--- src/rtl/drop_detect_pkg.sv ---
// constants shared by the supply drop detector control
package drop_detect_pkg;
  // power mode field codes
  localparam logic [1:0] PMODE_TOTAL_DOWN = 2'h3;
  localparam int PMODE_DOWN_BIT = 1;
  // flag bit positions in the reset source register
  localparam int RESET_SOURCE_REG_POWER_ON_BIT = 4;
  localparam int RESET_SOURCE_REG_RESET_FLAG_BIT = 5;
  localparam int RESET_SOURCE_REG_IRQ_FLAG_BIT = 6;
  // bit positions of the trip selection and interrupt enable controls
  localparam int UCFG_SEL_HI_BIT = 5;
  localparam int UCFG_SEL_LO_BIT = 3;
  localparam int IRQCFG_SEL_HI_BIT = 1;
  localparam int IRQCFG_SEL_LO_BIT = 0;
  localparam int POWER_CONTROL_REG_IRQ_DETECT_BIT = 4;
  localparam int IRQ_ENABLE_REG0_SOURCE_BIT = 5;
  localparam int IRQ_ENABLE_REG0_GLOBAL_BIT = 7;
  // flag reset values
  localparam logic FLAG_RESET_VALUE = 1'b0;
  // trip level codes, millivolts
  localparam logic [11:0] TRIP_2V2 = 12'h898;
  localparam logic [11:0] TRIP_2V4 = 12'h960;
  localparam logic [11:0] TRIP_2V6 = 12'hA28;
  localparam logic [11:0] TRIP_3V0 = 12'hBB8;
  localparam logic [11:0] TRIP_3V2 = 12'hC80;
  localparam logic [11:0] TRIP_NONE = 12'h000;
  // synchroniser depth
  localparam int SYNC_STAGES = 3;
endpackage : drop_detect_pkg

--- src/rtl/brownout_detect_control.sv ---
// digital control around the supply drop detector: reset, interrupt, flash guard
// Notes on behaviour
// RULE1: detector trip always raises processor reset; the code raises it only outside total power-down.
// RULE2: total power-down disables all detection.
// RULE3: interrupt detection needs irq detect enable.
// RULE4: interrupt needs detect, source, global enables.
// RULE5: reset flag bit5, default 0, set on trip; RST does not load it.
// RULE6: irq flag bit6, default 0, set on trip.
// RULE7: reset trip from config byte bits 5,3.
// RULE8: irq trip from config register bits 1,0.
// RULE9: trip encoding table; other combinations reserved.
// RULE10: software keeps reset level below irq level.
// RULE11: flash guard blocks program below 2.4V.
// RULE12: condition follows supply against selected level.
// RULE13: power-on flag set also sets reset flag.
// RULE14: flags sticky until software writes zero.
// RULE15: analog trips synchronised before use.
`timescale 1ns/10ps
module brownout_detect_control #(
  parameter int STAGES = drop_detect_pkg::SYNC_STAGES
) (
  input wire logic REF_CLK,
  input wire logic RST,
  input wire logic [7:0] USER_CONFIG_BYTE1,
  input wire logic [7:0] DROP_DETECT_CONFIG_REG,
  input wire logic [7:0] POWER_CONTROL_REG,
  input wire logic [7:0] IRQ_ENABLE_REG0,
  input wire logic RESET_TRIP_RAW,
  input wire logic IRQ_TRIP_RAW,
  input wire logic FLASH_TRIP_RAW,
  input wire logic POWER_ON_SET,
  input wire logic RESET_FLAG_CLEAR,
  input wire logic IRQ_FLAG_CLEAR,
  output logic CPU_RESET,
  output logic IRQ_REQUEST,
  output logic FLASH_BLOCK,
  output logic DROP_RESET_FLAG,
  output logic DROP_IRQ_FLAG,
  output logic [11:0] RESET_TRIP_MV,
  output logic [11:0] IRQ_TRIP_MV,
  output logic TRIP_SEL_RESERVED
);
  // synchroniser chains, one per analog trip
  logic [STAGES-1:0] rst_sync_reg, rst_sync_next;
  logic [STAGES-1:0] irq_sync_reg, irq_sync_next;
  logic [STAGES-1:0] fl_sync_reg, fl_sync_next;
  // filtered levels, change once last two stages agree
  logic rst_lvl_reg, rst_lvl_next;
  logic irq_lvl_reg, irq_lvl_next;
  logic fl_lvl_reg, fl_lvl_next;
  // sticky flags
  logic rflag_reg, rflag_next;
  logic iflag_reg, iflag_next;
  // registered outputs
  logic cpu_rst_reg, cpu_rst_next;
  logic irq_reg, irq_next;
  logic flash_reg, flash_next;
  logic [11:0] rmv_reg, rmv_next;
  logic [11:0] imv_reg, imv_next;
  logic resv_reg, resv_next;
  // decoded control bits
  // these stay combinational: they only gate registered outputs one edge later,
  // so a mode write shows on the outputs after exactly one clock
  logic total_down;
  logic flash_on;
  logic irq_detect_on;
  logic irq_deliver;
  logic [1:0] rsel;
  logic [1:0] isel;

  // trip table lookup; returns {reserved, reset mv, irq mv}
  function automatic logic [24:0] trip_lookup(input logic [1:0] r, input logic [1:0] i);
    logic [24:0] v;
    v = {1'b1, drop_detect_pkg::TRIP_NONE, drop_detect_pkg::TRIP_NONE};
    case ({r, i}) // RULE9
      4'h5: v = {1'b0, drop_detect_pkg::TRIP_2V2, drop_detect_pkg::TRIP_2V4};
      4'h6: v = {1'b0, drop_detect_pkg::TRIP_2V2, drop_detect_pkg::TRIP_2V6};
      4'h7: v = {1'b0, drop_detect_pkg::TRIP_2V2, drop_detect_pkg::TRIP_3V2};
      4'hA: v = {1'b0, drop_detect_pkg::TRIP_2V4, drop_detect_pkg::TRIP_2V6};
      4'hB: v = {1'b0, drop_detect_pkg::TRIP_2V4, drop_detect_pkg::TRIP_3V2};
      4'hF: v = {1'b0, drop_detect_pkg::TRIP_3V0, drop_detect_pkg::TRIP_3V2};
      default: v = {1'b1, drop_detect_pkg::TRIP_NONE, drop_detect_pkg::TRIP_NONE};
    endcase
    return v;
  endfunction : trip_lookup

  // control decode from the mode and enable bits
  always_comb begin
    total_down = (POWER_CONTROL_REG[1:0] == drop_detect_pkg::PMODE_TOTAL_DOWN); // RULE2
    flash_on = ~POWER_CONTROL_REG[drop_detect_pkg::PMODE_DOWN_BIT]; // RULE11
    irq_detect_on = ~total_down & POWER_CONTROL_REG[drop_detect_pkg::POWER_CONTROL_REG_IRQ_DETECT_BIT]; // RULE3
    irq_deliver = irq_detect_on & IRQ_ENABLE_REG0[drop_detect_pkg::IRQ_ENABLE_REG0_SOURCE_BIT]
                  & IRQ_ENABLE_REG0[drop_detect_pkg::IRQ_ENABLE_REG0_GLOBAL_BIT]; // RULE4
    rsel = {USER_CONFIG_BYTE1[drop_detect_pkg::UCFG_SEL_HI_BIT],
            USER_CONFIG_BYTE1[drop_detect_pkg::UCFG_SEL_LO_BIT]}; // RULE7
    isel = {DROP_DETECT_CONFIG_REG[drop_detect_pkg::IRQCFG_SEL_HI_BIT],
            DROP_DETECT_CONFIG_REG[drop_detect_pkg::IRQCFG_SEL_LO_BIT]}; // RULE8
  end

  // synchroniser and level filter next values
  // a trip shorter than two samples never reaches the level, which filters
  // comparator chatter at the cost of three to four cycles of latency
  always_comb begin
    rst_sync_next = {rst_sync_reg[STAGES-2:0], RESET_TRIP_RAW}; // RULE15
    irq_sync_next = {irq_sync_reg[STAGES-2:0], IRQ_TRIP_RAW}; // RULE15
    fl_sync_next = {fl_sync_reg[STAGES-2:0], FLASH_TRIP_RAW}; // RULE15
    // only the last two stages are looked at; the first is left to settle
    rst_lvl_next = rst_lvl_reg;
    if (rst_sync_reg[STAGES-1] == rst_sync_reg[STAGES-2]) begin // RULE12
      rst_lvl_next = rst_sync_reg[STAGES-1];
    end
    irq_lvl_next = irq_lvl_reg;
    if (irq_sync_reg[STAGES-1] == irq_sync_reg[STAGES-2]) begin // RULE12
      irq_lvl_next = irq_sync_reg[STAGES-1];
    end
    fl_lvl_next = fl_lvl_reg;
    if (fl_sync_reg[STAGES-1] == fl_sync_reg[STAGES-2]) begin
      fl_lvl_next = fl_sync_reg[STAGES-1];
    end
  end

  // flags and outputs next values
  // the flags are set from the filtered level, not the raw trip, so a glitch
  // that the filter rejects leaves no trace in the reset source bits
  always_comb begin
    logic [24:0] t;
    t = trip_lookup(rsel, isel);
    rmv_next = t[23:12];
    imv_next = t[11:0];
    resv_next = t[24];
    // reset cannot be masked by software, only by total power-down
    cpu_rst_next = rst_lvl_reg & ~total_down; // RULE1 RULE2
    irq_next = irq_lvl_reg & irq_deliver; // RULE4
    flash_next = fl_lvl_reg & flash_on; // RULE11
    // set wins over clear
    rflag_next = rflag_reg;
    if (RESET_FLAG_CLEAR) begin // RULE14
      rflag_next = 1'b0;
    end
    if ((rst_lvl_reg & ~total_down) | POWER_ON_SET) begin // RULE5 RULE13
      rflag_next = 1'b1;
    end
    iflag_next = iflag_reg;
    if (IRQ_FLAG_CLEAR) begin // RULE14
      iflag_next = 1'b0;
    end
    if (irq_lvl_reg & irq_detect_on) begin // RULE6
      iflag_next = 1'b1;
    end
  end

  // synchroniser registers; cleared by reset to the known no-trip state
  always_ff @(posedge REF_CLK) begin
    if (RST) begin
      rst_sync_reg <= '0;
      irq_sync_reg <= '0;
      fl_sync_reg <= '0;
      rst_lvl_reg <= 1'b0;
      irq_lvl_reg <= 1'b0;
      fl_lvl_reg <= 1'b0;
    end else begin
      rst_sync_reg <= rst_sync_next;
      irq_sync_reg <= irq_sync_next;
      fl_sync_reg <= fl_sync_next;
      rst_lvl_reg <= rst_lvl_next;
      irq_lvl_reg <= irq_lvl_next;
      fl_lvl_reg <= fl_lvl_next;
    end
  end

  // output registers; the reset flag is not cleared by RST so it survives
  // the very reset it records
  always_ff @(posedge REF_CLK) begin
    rflag_reg <= rflag_next; // RULE14
    if (RST) begin
      iflag_reg <= drop_detect_pkg::FLAG_RESET_VALUE;
      cpu_rst_reg <= 1'b0;
      irq_reg <= 1'b0;
      flash_reg <= 1'b0;
      rmv_reg <= drop_detect_pkg::TRIP_NONE;
      imv_reg <= drop_detect_pkg::TRIP_NONE;
      resv_reg <= 1'b1;
    end else begin
      iflag_reg <= iflag_next;
      cpu_rst_reg <= cpu_rst_next;
      irq_reg <= irq_next;
      flash_reg <= flash_next;
      rmv_reg <= rmv_next;
      imv_reg <= imv_next;
      resv_reg <= resv_next;
    end
  end

  // port drive
  assign CPU_RESET = cpu_rst_reg;
  assign IRQ_REQUEST = irq_reg;
  assign FLASH_BLOCK = flash_reg;
  assign DROP_RESET_FLAG = rflag_reg;
  assign DROP_IRQ_FLAG = iflag_reg;
  assign RESET_TRIP_MV = rmv_reg;
  assign IRQ_TRIP_MV = imv_reg;
  assign TRIP_SEL_RESERVED = resv_reg;

  // reset follows the filtered trip unless in total power-down
  reset_follow_a: assert property (@(posedge REF_CLK) disable iff (RST)
    (rst_lvl_reg && !total_down) |=> CPU_RESET) // RULE1
    else $error("reset not raised on trip");
  // no reset or interrupt comes out in total power-down
  total_down_a: assert property (@(posedge REF_CLK) disable iff (RST)
    $past(total_down) |-> (!CPU_RESET && !IRQ_REQUEST)) // RULE2
    else $error("output active in total power-down");
  // no interrupt without detect enable
  irq_detect_a: assert property (@(posedge REF_CLK) disable iff (RST)
    !POWER_CONTROL_REG[drop_detect_pkg::POWER_CONTROL_REG_IRQ_DETECT_BIT] |=> !IRQ_REQUEST) // RULE3
    else $error("interrupt without detect enable");
  // interrupt requires all three enables
  irq_gate_a: assert property (@(posedge REF_CLK) disable iff (RST)
    IRQ_REQUEST |-> $past(irq_deliver && irq_lvl_reg)) // RULE4
    else $error("interrupt without full enables");
  // reset flag set after trip
  rflag_set_a: assert property (@(posedge REF_CLK) disable iff (RST)
    (rst_lvl_reg && !total_down) |=> DROP_RESET_FLAG) // RULE5
    else $error("reset flag not set");
  // irq flag set after trip
  iflag_set_a: assert property (@(posedge REF_CLK) disable iff (RST)
    (irq_lvl_reg && irq_detect_on) |=> DROP_IRQ_FLAG) // RULE6
    else $error("irq flag not set");
  // power-on sets the reset flag
  power_on_a: assert property (@(posedge REF_CLK) POWER_ON_SET |=> DROP_RESET_FLAG) // RULE13
    else $error("power-on did not set reset flag");
  // irq flag stays set without a clear
  sticky_flag_a: assert property (@(posedge REF_CLK) disable iff (RST)
    (DROP_IRQ_FLAG && !IRQ_FLAG_CLEAR) |=> DROP_IRQ_FLAG) // RULE14
    else $error("irq flag dropped without clear");
  // flash guard follows trip outside power-down
  flash_guard_a: assert property (@(posedge REF_CLK) disable iff (RST)
    (fl_lvl_reg && flash_on) |=> FLASH_BLOCK) // RULE11
    else $error("flash not blocked");
  // raw trip takes at least three cycles to reach the level
  sync_delay_a: assert property (@(posedge REF_CLK) disable iff (RST)
    $rose(rst_lvl_reg) |-> $past(RESET_TRIP_RAW, 3)) // RULE15
    else $error("trip bypassed synchroniser");
  // reset selection 00 is flagged reserved
  trip_table_a: assert property (@(posedge REF_CLK) disable iff (RST)
    (rsel == 2'h0) |=> TRIP_SEL_RESERVED) // RULE9
    else $error("reserved selection not flagged");

  // the checks below cover release paths and the flag gating; they matter
  // because a flag stuck high or an output slow to drop would pass the
  // set-side checks above unnoticed

  // reset flag keeps its value through RST and without a clear
  rflag_sticky_a: assert property (@(posedge REF_CLK)
    (DROP_RESET_FLAG && !RESET_FLAG_CLEAR) |=> DROP_RESET_FLAG) // RULE14
    else $error("reset flag dropped without clear");
  // reset flag rises only from a trip or the power-on event
  rflag_gate_a: assert property (@(posedge REF_CLK) disable iff (RST)
    $rose(DROP_RESET_FLAG) |-> $past(POWER_ON_SET || (rst_lvl_reg && !total_down))) // RULE5
    else $error("reset flag set without cause");
  // irq flag rises only while interrupt detection is on
  iflag_gate_a: assert property (@(posedge REF_CLK) disable iff (RST)
    $rose(DROP_IRQ_FLAG) |-> $past(irq_lvl_reg && irq_detect_on)) // RULE6
    else $error("irq flag set while detection off");
  // flash guard off while the power-down bit is set
  flash_off_a: assert property (@(posedge REF_CLK) disable iff (RST)
    !flash_on |=> !FLASH_BLOCK) // RULE11
    else $error("flash blocked in power-down");
  // reset drops once the supply is back
  reset_release_a: assert property (@(posedge REF_CLK) disable iff (RST)
    !rst_lvl_reg |=> !CPU_RESET) // RULE12
    else $error("reset held after supply recovered");
  // interrupt drops once the supply is back
  irq_release_a: assert property (@(posedge REF_CLK) disable iff (RST)
    !irq_lvl_reg |=> !IRQ_REQUEST) // RULE12
    else $error("interrupt held after supply recovered");
  // every legal pair puts the reset level below the interrupt level
  level_order_a: assert property (@(posedge REF_CLK) disable iff (RST)
    !TRIP_SEL_RESERVED |-> (RESET_TRIP_MV < IRQ_TRIP_MV)) // RULE9
    else $error("legal selection with reset level not below irq level");
  // flash trip also passes the synchroniser
  flash_sync_a: assert property (@(posedge REF_CLK) disable iff (RST)
    $rose(fl_lvl_reg) |-> $past(FLASH_TRIP_RAW, 3)) // RULE15
    else $error("flash trip bypassed synchroniser");
endmodule : brownout_detect_control

--- config.mk ---
export PLATFORM = sky130hd
export DESIGN_NAME = brownout_detect_control
export DESIGN_NICKNAME = d
export VERILOG_FILES = /design/src/rtl/drop_detect_pkg.sv /design/src/rtl/brownout_detect_control.sv
export SDC_FILE = /design/constraint.sdc
export NUM_CORES = 1
export LEC_CHECK = 0
export ABC_AREA = 1
export BUFFER_PORTS_ARGS = -buffer_cell sky130_fd_sc_hd__buf_2
export CORE_MARGIN = 3
export CORE_UTILIZATION = 25
export DETAILED_ROUTE_END_ITERATION = 16
export GPL_TIMING_DRIVEN = 0
export MAX_ROUTING_LAYER = met4
export PLACE_DENSITY = 0.55
export SYNTH_ARGS = -nofsm -noshare
export SYNTH_HDL_FRONTEND = slang
export SYNTH_SLANG_ARGS = --single-unit
--- constraint.sdc ---
create_clock -name REF_CLK -period 1 [get_ports REF_CLK]
set_clock_uncertainty 0.1 [all_clocks]
set_input_delay 0.15 -clock REF_CLK [delete_from_list [all_inputs] [get_ports REF_CLK]]
set_output_delay 0.15 -clock REF_CLK [all_outputs]
set_load 0.1 [all_outputs]
* Word level (Yosys, flattened, before mapping)
Index checks and enable logic that the tools add are counted.
** Cells by class
- Equality and inequality tests :: 10
- Multiplexer cells :: 3
- Bitwise logic cells :: 10
- Reductions and logical operators :: 1
** Operator list (number)
- case mux 25 bit (6 select lines) :: 1
- == test 4 x 3 -> 1 bit (second input constant) :: 3
- == test 4 bit (second input constant) :: 3
- AND 1 bit :: 7
- == test 1 bit :: 3
- == test 2 bit (second input constant) :: 1
- two-way mux 1 bit :: 2
- NOT 1 bit :: 2
- nonzero test 2 bit :: 1
- OR 1 bit :: 1
** Storage, ports and cells
- Register bits after elaboration :: 42
- Input port bits :: 40
- Output and inout bits :: 30
- Word-level logic and storage cells :: 38

* Longest topological paths before layout
Gate-level depths: netlist of the first run.
- Word-level depth :: 6
- Mapped depth :: 6
- Gate-level depth less buffers :: 6

* Least setup slack after synthesis of the first run
No wires, ideal clock.
- Path type :: register -> output
- Start :: register, netlist name RESET_TRIP_MV[7]
- End :: output port RESET_TRIP_MV[4]
- Data arrival time :: 1374 ps
- Data required time :: 750 ps
- Setup slack :: -624 ps
- Cell stages (with the launch flop) :: 2
- Path buffers :: 1
- Path through :: dfxtp_1 -> buf_4
** RTL lines
- to (decl) :: RTL line brownout_detect_control.sv:39 : output logic [11:0] RESET_TRIP_MV,

==> results of run 1 <==
kinds of logic after synthesis:
group	after synthesis	share of synthesized area (%)
flops	27	54.5
other cells	1	0.378
simple gates	39	16.8
compound gates	13	7.31
buf+inv	40	21.1
what timing repair did:
| item | CTS | global route |
|---|---|---|
| setup buffers | 0 | 0 |
| hold buffers | 6 | 0 |
| resized for setup | 84 | 3 |
| endpoints found under the hold margin | 5 | 0 |
| pin swaps | 0 | 0 |
| setup endpoints to repair | 22 | 22 |
Yosys cell counts:
master / count
buf_2: 2
nand3_1: 6
inv_1: 23
a211oi_1: 2
nor3_1: 2
dfxtp_1: 27
nand2_1: 11
nor2_1: 16
o21ai_0: 2
o21bai_1: 1
a21oi_1: 8
nor2_2: 2
nand2_2: 2
buf_4: 15
conb_1: 1
final timing paths:
kind / start / end / slack, ns
worst min register to register: fl_sync_reg[0] / fl_sync_reg[1] / 0.30
worst max register to register: rst_lvl_reg / CPU_RESET / 0.15
worst min-delay path: IRQ_ENABLE_REG0[7] / IRQ_REQUEST / 0.02
worst max-delay path: RESET_TRIP_MV[7] / RESET_TRIP_MV[4] / -0.17
stage by stage:
stage               total power, mW  instance area, um^2
floorplan                      1.64                 1130
global placement               1.71                 1380
detailed placement             1.72                 1380
CTS                            2.45                 1800
global route                   2.54                 1810
finish                         2.44                 1810
worst register-to-register path: cells and delay by family (launching register included):
family          cells  cell delay [ns]
flops               1             0.34
compound gates      1             0.15
buf+inv             2             0.11
simple gates        1             0.09
cell type report:
class / instances / share of cell area [%]
sequential: 27 / 31.9
timing repair buffer: 44 / 31.5
multi-input combinational: 60 / 14.8
buffer: 17 / 11.1
inverter: 23 / 4.76
tap: 48 / 3.31
clock buffer: 3 / 2.28
clock inverter: 1 / 0.276
per-layer routing:
metal,wire [um],vias up
met5,0,-
met4,14,0
met3,209,2
met2,1150,40
met1,866,387
li1,-,444
power groups by stage:
stage	logic [mW]	clock network (mW)	registers (mW)
5_1_grt	0.733	0.676	1.13
3_5_place_dp	0.579	0	1.14
2_1_floorplan	0.351	0	1.29
3_3_place_gp	0.573	0	1.14
4_1_cts	0.693	0.623	1.13
6_report	0.702	0.607	1.13
layout by cell type (no fill, tap or decap), drive strengths merged:
| cell | Yosys | final |
|---|---|---|
| a211oi | 2 | 2 |
| a21oi | 8 | 8 |
| buf | 17 | 55 |
| clkbuf | 0 | 3 |
| clkinv | 0 | 1 |
| conb | 1 | 8 |
| dfxtp | 27 | 27 |
| dlygate4sd3 | 0 | 6 |
| inv | 23 | 23 |
| nand2 | 13 | 13 |
| nand3 | 6 | 6 |
| nor2 | 18 | 18 |
| nor3 | 2 | 2 |
| o21ai | 2 | 2 |
| o21bai | 1 | 1 |
==> impl_metrics.env, run 1 <==
export IMPL_worstSetupPathType="flop to output pin"
export IMPL_crit_chain="buf_6 > buf_12"
export IMPL_fin_util_pct=48.5
export IMPL_power_internal_mw=1.62
export IMPL_cp_max_fo=3
export IMPL_root_buffer="clkbuf_8"
export IMPL_clockBufferDepth=2
export IMPL_cts_htree_levels=1
export IMPL_syn2layout_area_growth_pct=82.8
export IMPL_use_met1_pct=9.75
export IMPL_ys_seq_elements=27
export IMPL_gr_usage_met2_pct=18.6
export IMPL_routedWlPerCell_um=10.1
export IMPL_p_switching_mw=0.820
export IMPL_holdWs_ns=0.0158
export IMPL_regArea_um2=579
export IMPL_pin_count=70
export IMPL_grt_overflow=0
export IMPL_dieHeight_um=69
export IMPL_min_path_type="input port to flop"
export IMPL_multi_input_area_um2=269
export IMPL_switching_share_pct=33.6
export IMPL_cp_slowest_cell="dfxtp_4"
export IMPL_max_cap_violations=0
export IMPL_worst_path_largest_cell_delay_ns=0.39
export IMPL_grt_max_degree=16
export IMPL_clock_sinks=27
export IMPL_period_minus_slack_ns=1.17
export IMPL_grt_pass1_wl_um=3900
export IMPL_fin_tns_setup_ns=-2.05
export IMPL_nFillCells=370
export IMPL_drt_first_pass_iters=4
export IMPL_first_iter_violations=17
export IMPL_synth_top_cell_area_share_pct=54.5
export IMPL_ff2ff_path_depth=4
export IMPL_clk_pin_slew_ns=0.09
export IMPL_ant_nets=0
export IMPL_crit_family="flip-flops"
export IMPL_yosysSeqAreaShare_pct=54.5
export IMPL_power_density_nw_per_um2=1340
export IMPL_grt_pass1_vias=940
export IMPL_tritoncts="done"
export IMPL_start_util_pct=26.5
export IMPL_grt_busiest_layer="met2"
export IMPL_min_delay_path_depth=3
export IMPL_p_leak_nw=0.862
export IMPL_rsz0062_at_grt="yes"
export IMPL_violations="negative setup slack"
export IMPL_dieWidth_um=69
export IMPL_use_met3_pct=3.79
export IMPL_stdcell_count=223
export IMPL_crit_path_end_kind="output pin"
export IMPL_portBuffers=38
export IMPL_drive_gt1_share_pct=44.6
export IMPL_setup_violations=22
export IMPL_pwr_share_clk_pct=24.9
export IMPL_synth_distinct_cells=15
export IMPL_cts_inserted_buffers=3
export IMPL_fmax_mhz=856
export IMPL_worstPathRequired_ns=0.75
export IMPL_avgViaCountPerCell=3.91
export IMPL_drcViolationCount=0
export IMPL_synth_area_leaders="dfxtp_1, buf_4, inv_1, nor2_1, nand2_1"
export IMPL_seq_power_share_pct=46.3
export IMPL_wl_um=2250
export IMPL_placed_cells=213
export IMPL_arrival_ns=0.92
export IMPL_antenna_found_initial=0
export IMPL_critPathBufInv=2
export IMPL_clock_latency_ns=0.27
export IMPL_syn_area_um2=992
export IMPL_rows=22
export IMPL_power_frac_comb_pct=28.8
export IMPL_dp_hpwl_um=1670
export IMPL_postSynthCellCount=120
export IMPL_status="complete, but fails checks"
export IMPL_dp_slack_ns=-0.102
export IMPL_cp_start_kind="flop"
export IMPL_vias=873
export IMPL_period_share_pct=117
export IMPL_antenna_cells=0
export IMPL_largest_reg_flops=5
export IMPL_coreArea_um2=3740
export IMPL_fin_ws_ns=-0.168
export IMPL_final_nets=216
export IMPL_yosysTopAreaCell="dfxtp_1"
export IMPL_place_gp_congestion=0.807
export IMPL_path_depth=2
export IMPL_die_area_um2=4760
export IMPL_final_max_slew_viol_count=0
export IMPL_yosys_warnings=0
export IMPL_grtUsageTotal_pct=10.1
export IMPL_synth_avg_cell_area_um2=8.27
export IMPL_ir_drop_uv=835
export IMPL_hold_viol=0
Power figures use the tool's default switching activity.
==> run 2, diff against run 1 <==
Settings changed: CORE_MARGIN 3 to unset, CTS_CLUSTER_DIAMETER set to 120, MAX_ROUTING_LAYER met4 to unset.
==> impl_metrics.env, run 2 (synthesis results as in run 1) <==
export IMPL_vias=869
export IMPL_dp_hpwl_um=1530
export IMPL_start_util_pct=26.5
export IMPL_antenna_cells=0
export IMPL_ant_nets=0
export IMPL_grt_max_degree=16
export IMPL_grt_pass1_wl_um=3600
export IMPL_antenna_found_initial=0
export IMPL_worstSetupPathType="flop to output pin"
export IMPL_min_from="IRQ_ENABLE_REG0[5]"
export IMPL_hold_viol=0
export IMPL_pin_count=70
export IMPL_crit_chain="buf_12 > buf_12"
export IMPL_setup_violations=22
export IMPL_fin_tns_setup_ns=-1.98
export IMPL_worstPathRequired_ns=0.75
export IMPL_gr_usage_met2_pct=21.1
export IMPL_drive_gt1_share_pct=44.6
export IMPL_die_area_um2=4230
export IMPL_fin_util_pct=48.5
export IMPL_cp_start_kind="flop"
export IMPL_clock_sinks=27
export IMPL_dieWidth_um=65
export IMPL_portBuffers=38
export IMPL_coreArea_um2=3740
export IMPL_min_path_type="input port to flop"
export IMPL_period_share_pct=117
export IMPL_ir_drop_uv=1010
export IMPL_cp_startpoint="IRQ_TRIP_MV[9]"
export IMPL_grt_pass1_vias=854
export IMPL_final_common_cell="buf_12"
export IMPL_cp_slowest_cell="dfxtp_4"
export IMPL_final_nets=216
export IMPL_arrival_ns=0.92
export IMPL_postCtsSetupRepairBufs=0
export IMPL_cts_htree_levels=1
export IMPL_cts_inserted_buffers=3
export IMPL_clockBufferDepth=2
export IMPL_grt_overflow=0
export IMPL_fin_ws_ns=-0.167
export IMPL_period_minus_slack_ns=1.17
export IMPL_largest_reg_flops=5
export IMPL_avgViaCountPerCell=3.90
export IMPL_max_cap_violations=0
export IMPL_final_cell_mix="buf_12, inv_1, buf_2"
export IMPL_critPathBufInv=2
export IMPL_worst_path_largest_cell_delay_ns=0.37
export IMPL_grt_busiest_layer="met2"
export IMPL_cp_max_fo=2
export IMPL_p_leak_nw=0.862
export IMPL_crit_top_cell="buf_12"
export IMPL_rows=22
export IMPL_grtUsageTotal_pct=11.1
export IMPL_status="complete, but fails checks"
export IMPL_syn2layout_area_growth_pct=82.8
export IMPL_routedWlPerCell_um=9.65
export IMPL_clk_pin_slew_ns=0.08
export IMPL_drcViolationCount=0
export IMPL_place_gp_congestion=0.797
export IMPL_clock_latency_ns=0.27
export IMPL_dieHeight_um=65
export IMPL_power_density_nw_per_um2=1340
export IMPL_fmax_mhz=857
export IMPL_final_max_slew_viol_count=0
export IMPL_drt_first_pass_iters=4
export IMPL_r2r_start="rst_lvl_reg"
export IMPL_use_met1_pct=11.5
export IMPL_wl_um=2150
export IMPL_rsz0062_at_grt="yes"
export IMPL_first_iter_violations=19
export IMPL_tritoncts="done"
export IMPL_crit_family="flip-flops"
export IMPL_root_buffer="clkbuf_8"
export IMPL_use_met3_pct=4.40
export IMPL_crit_path_end_kind="output pin"
export IMPL_violations="negative setup slack"
[run 2: cell counts in the layout (fill, tap and decap cells not counted)]
No cell type changed its count.
[run 2: what timing repair did]
item / CTS / global route
setup endpoints to repair: 22 / 22
resized for setup: 85 / 2
hold endpoints to repair: 5 / 0
hold buffers: 6 / 0
[run 2: area by class of cell]
cell class,instances,area [um^2]
plain buffers,17,201
clock buffers,3,41.3
clock inverters,1,5.00
fillers,352,1930
inverters,23,86.3
multi-input cells,60,269
flip-flops and latches,27,579
well taps,48,60.1
repair buffers,44,572
[run 2: routing by layer]
metal,part of all wire [%],vias to the layer above
li1,-,449
met1,39,378
met2,53,40
met3,7.5,2
met4,0.46,0
met5,0,-
[run 2: final timing paths]
path	cells after the start	slack, ns	endpoint
worst min-delay path	3	0.02	IRQ_REQUEST
worst min register to register	2	0.31	fl_sync_reg[1]
worst max-delay path	2	-0.17	IRQ_TRIP_MV[9]
worst max register to register	4	0.12	CPU_RESET
[run 2: report_power, final]
| group | internal, mW | switching [mW] | total [mW] | leakage (nW) |
|---|---|---|---|---|
| clock | 0.279 | 0.317 | 0.596 | 0.0255 |
| combinational | 0.240 | 0.461 | 0.701 | 0.608 |
| sequential | 1.10 | 0.0305 | 1.13 | 0.229 |
| total | 1.62 | 0.809 | 2.43 | 0.862 |
[run 2: through the flow]
stage / area (um^2) / std cells / setup slack [ns] / hold slack (ns) / total power [mW]
4_1_cts: 1810 / 223 / -0.173 / 0.0118 / 2.45
3_5_place_dp: 1380 / 213 / -0.102 / 0.244 / 1.72
2_1_floorplan: 1130 / 127 / -0.134 / 0.120 / 1.64
3_3_place_gp: 1380 / 213 / -0.0924 / 0.227 / 1.71
6_report: 1810 / 223 / -0.167 / 0.0196 / 2.43
5_1_grt: 1810 / 223 / -0.200 / 0.0239 / 2.53
[run 2: worst min-delay path, stage by stage]
cell     delay [ns]
buf_2          0.10
nand3_1        0.07
nor2_1         0.04
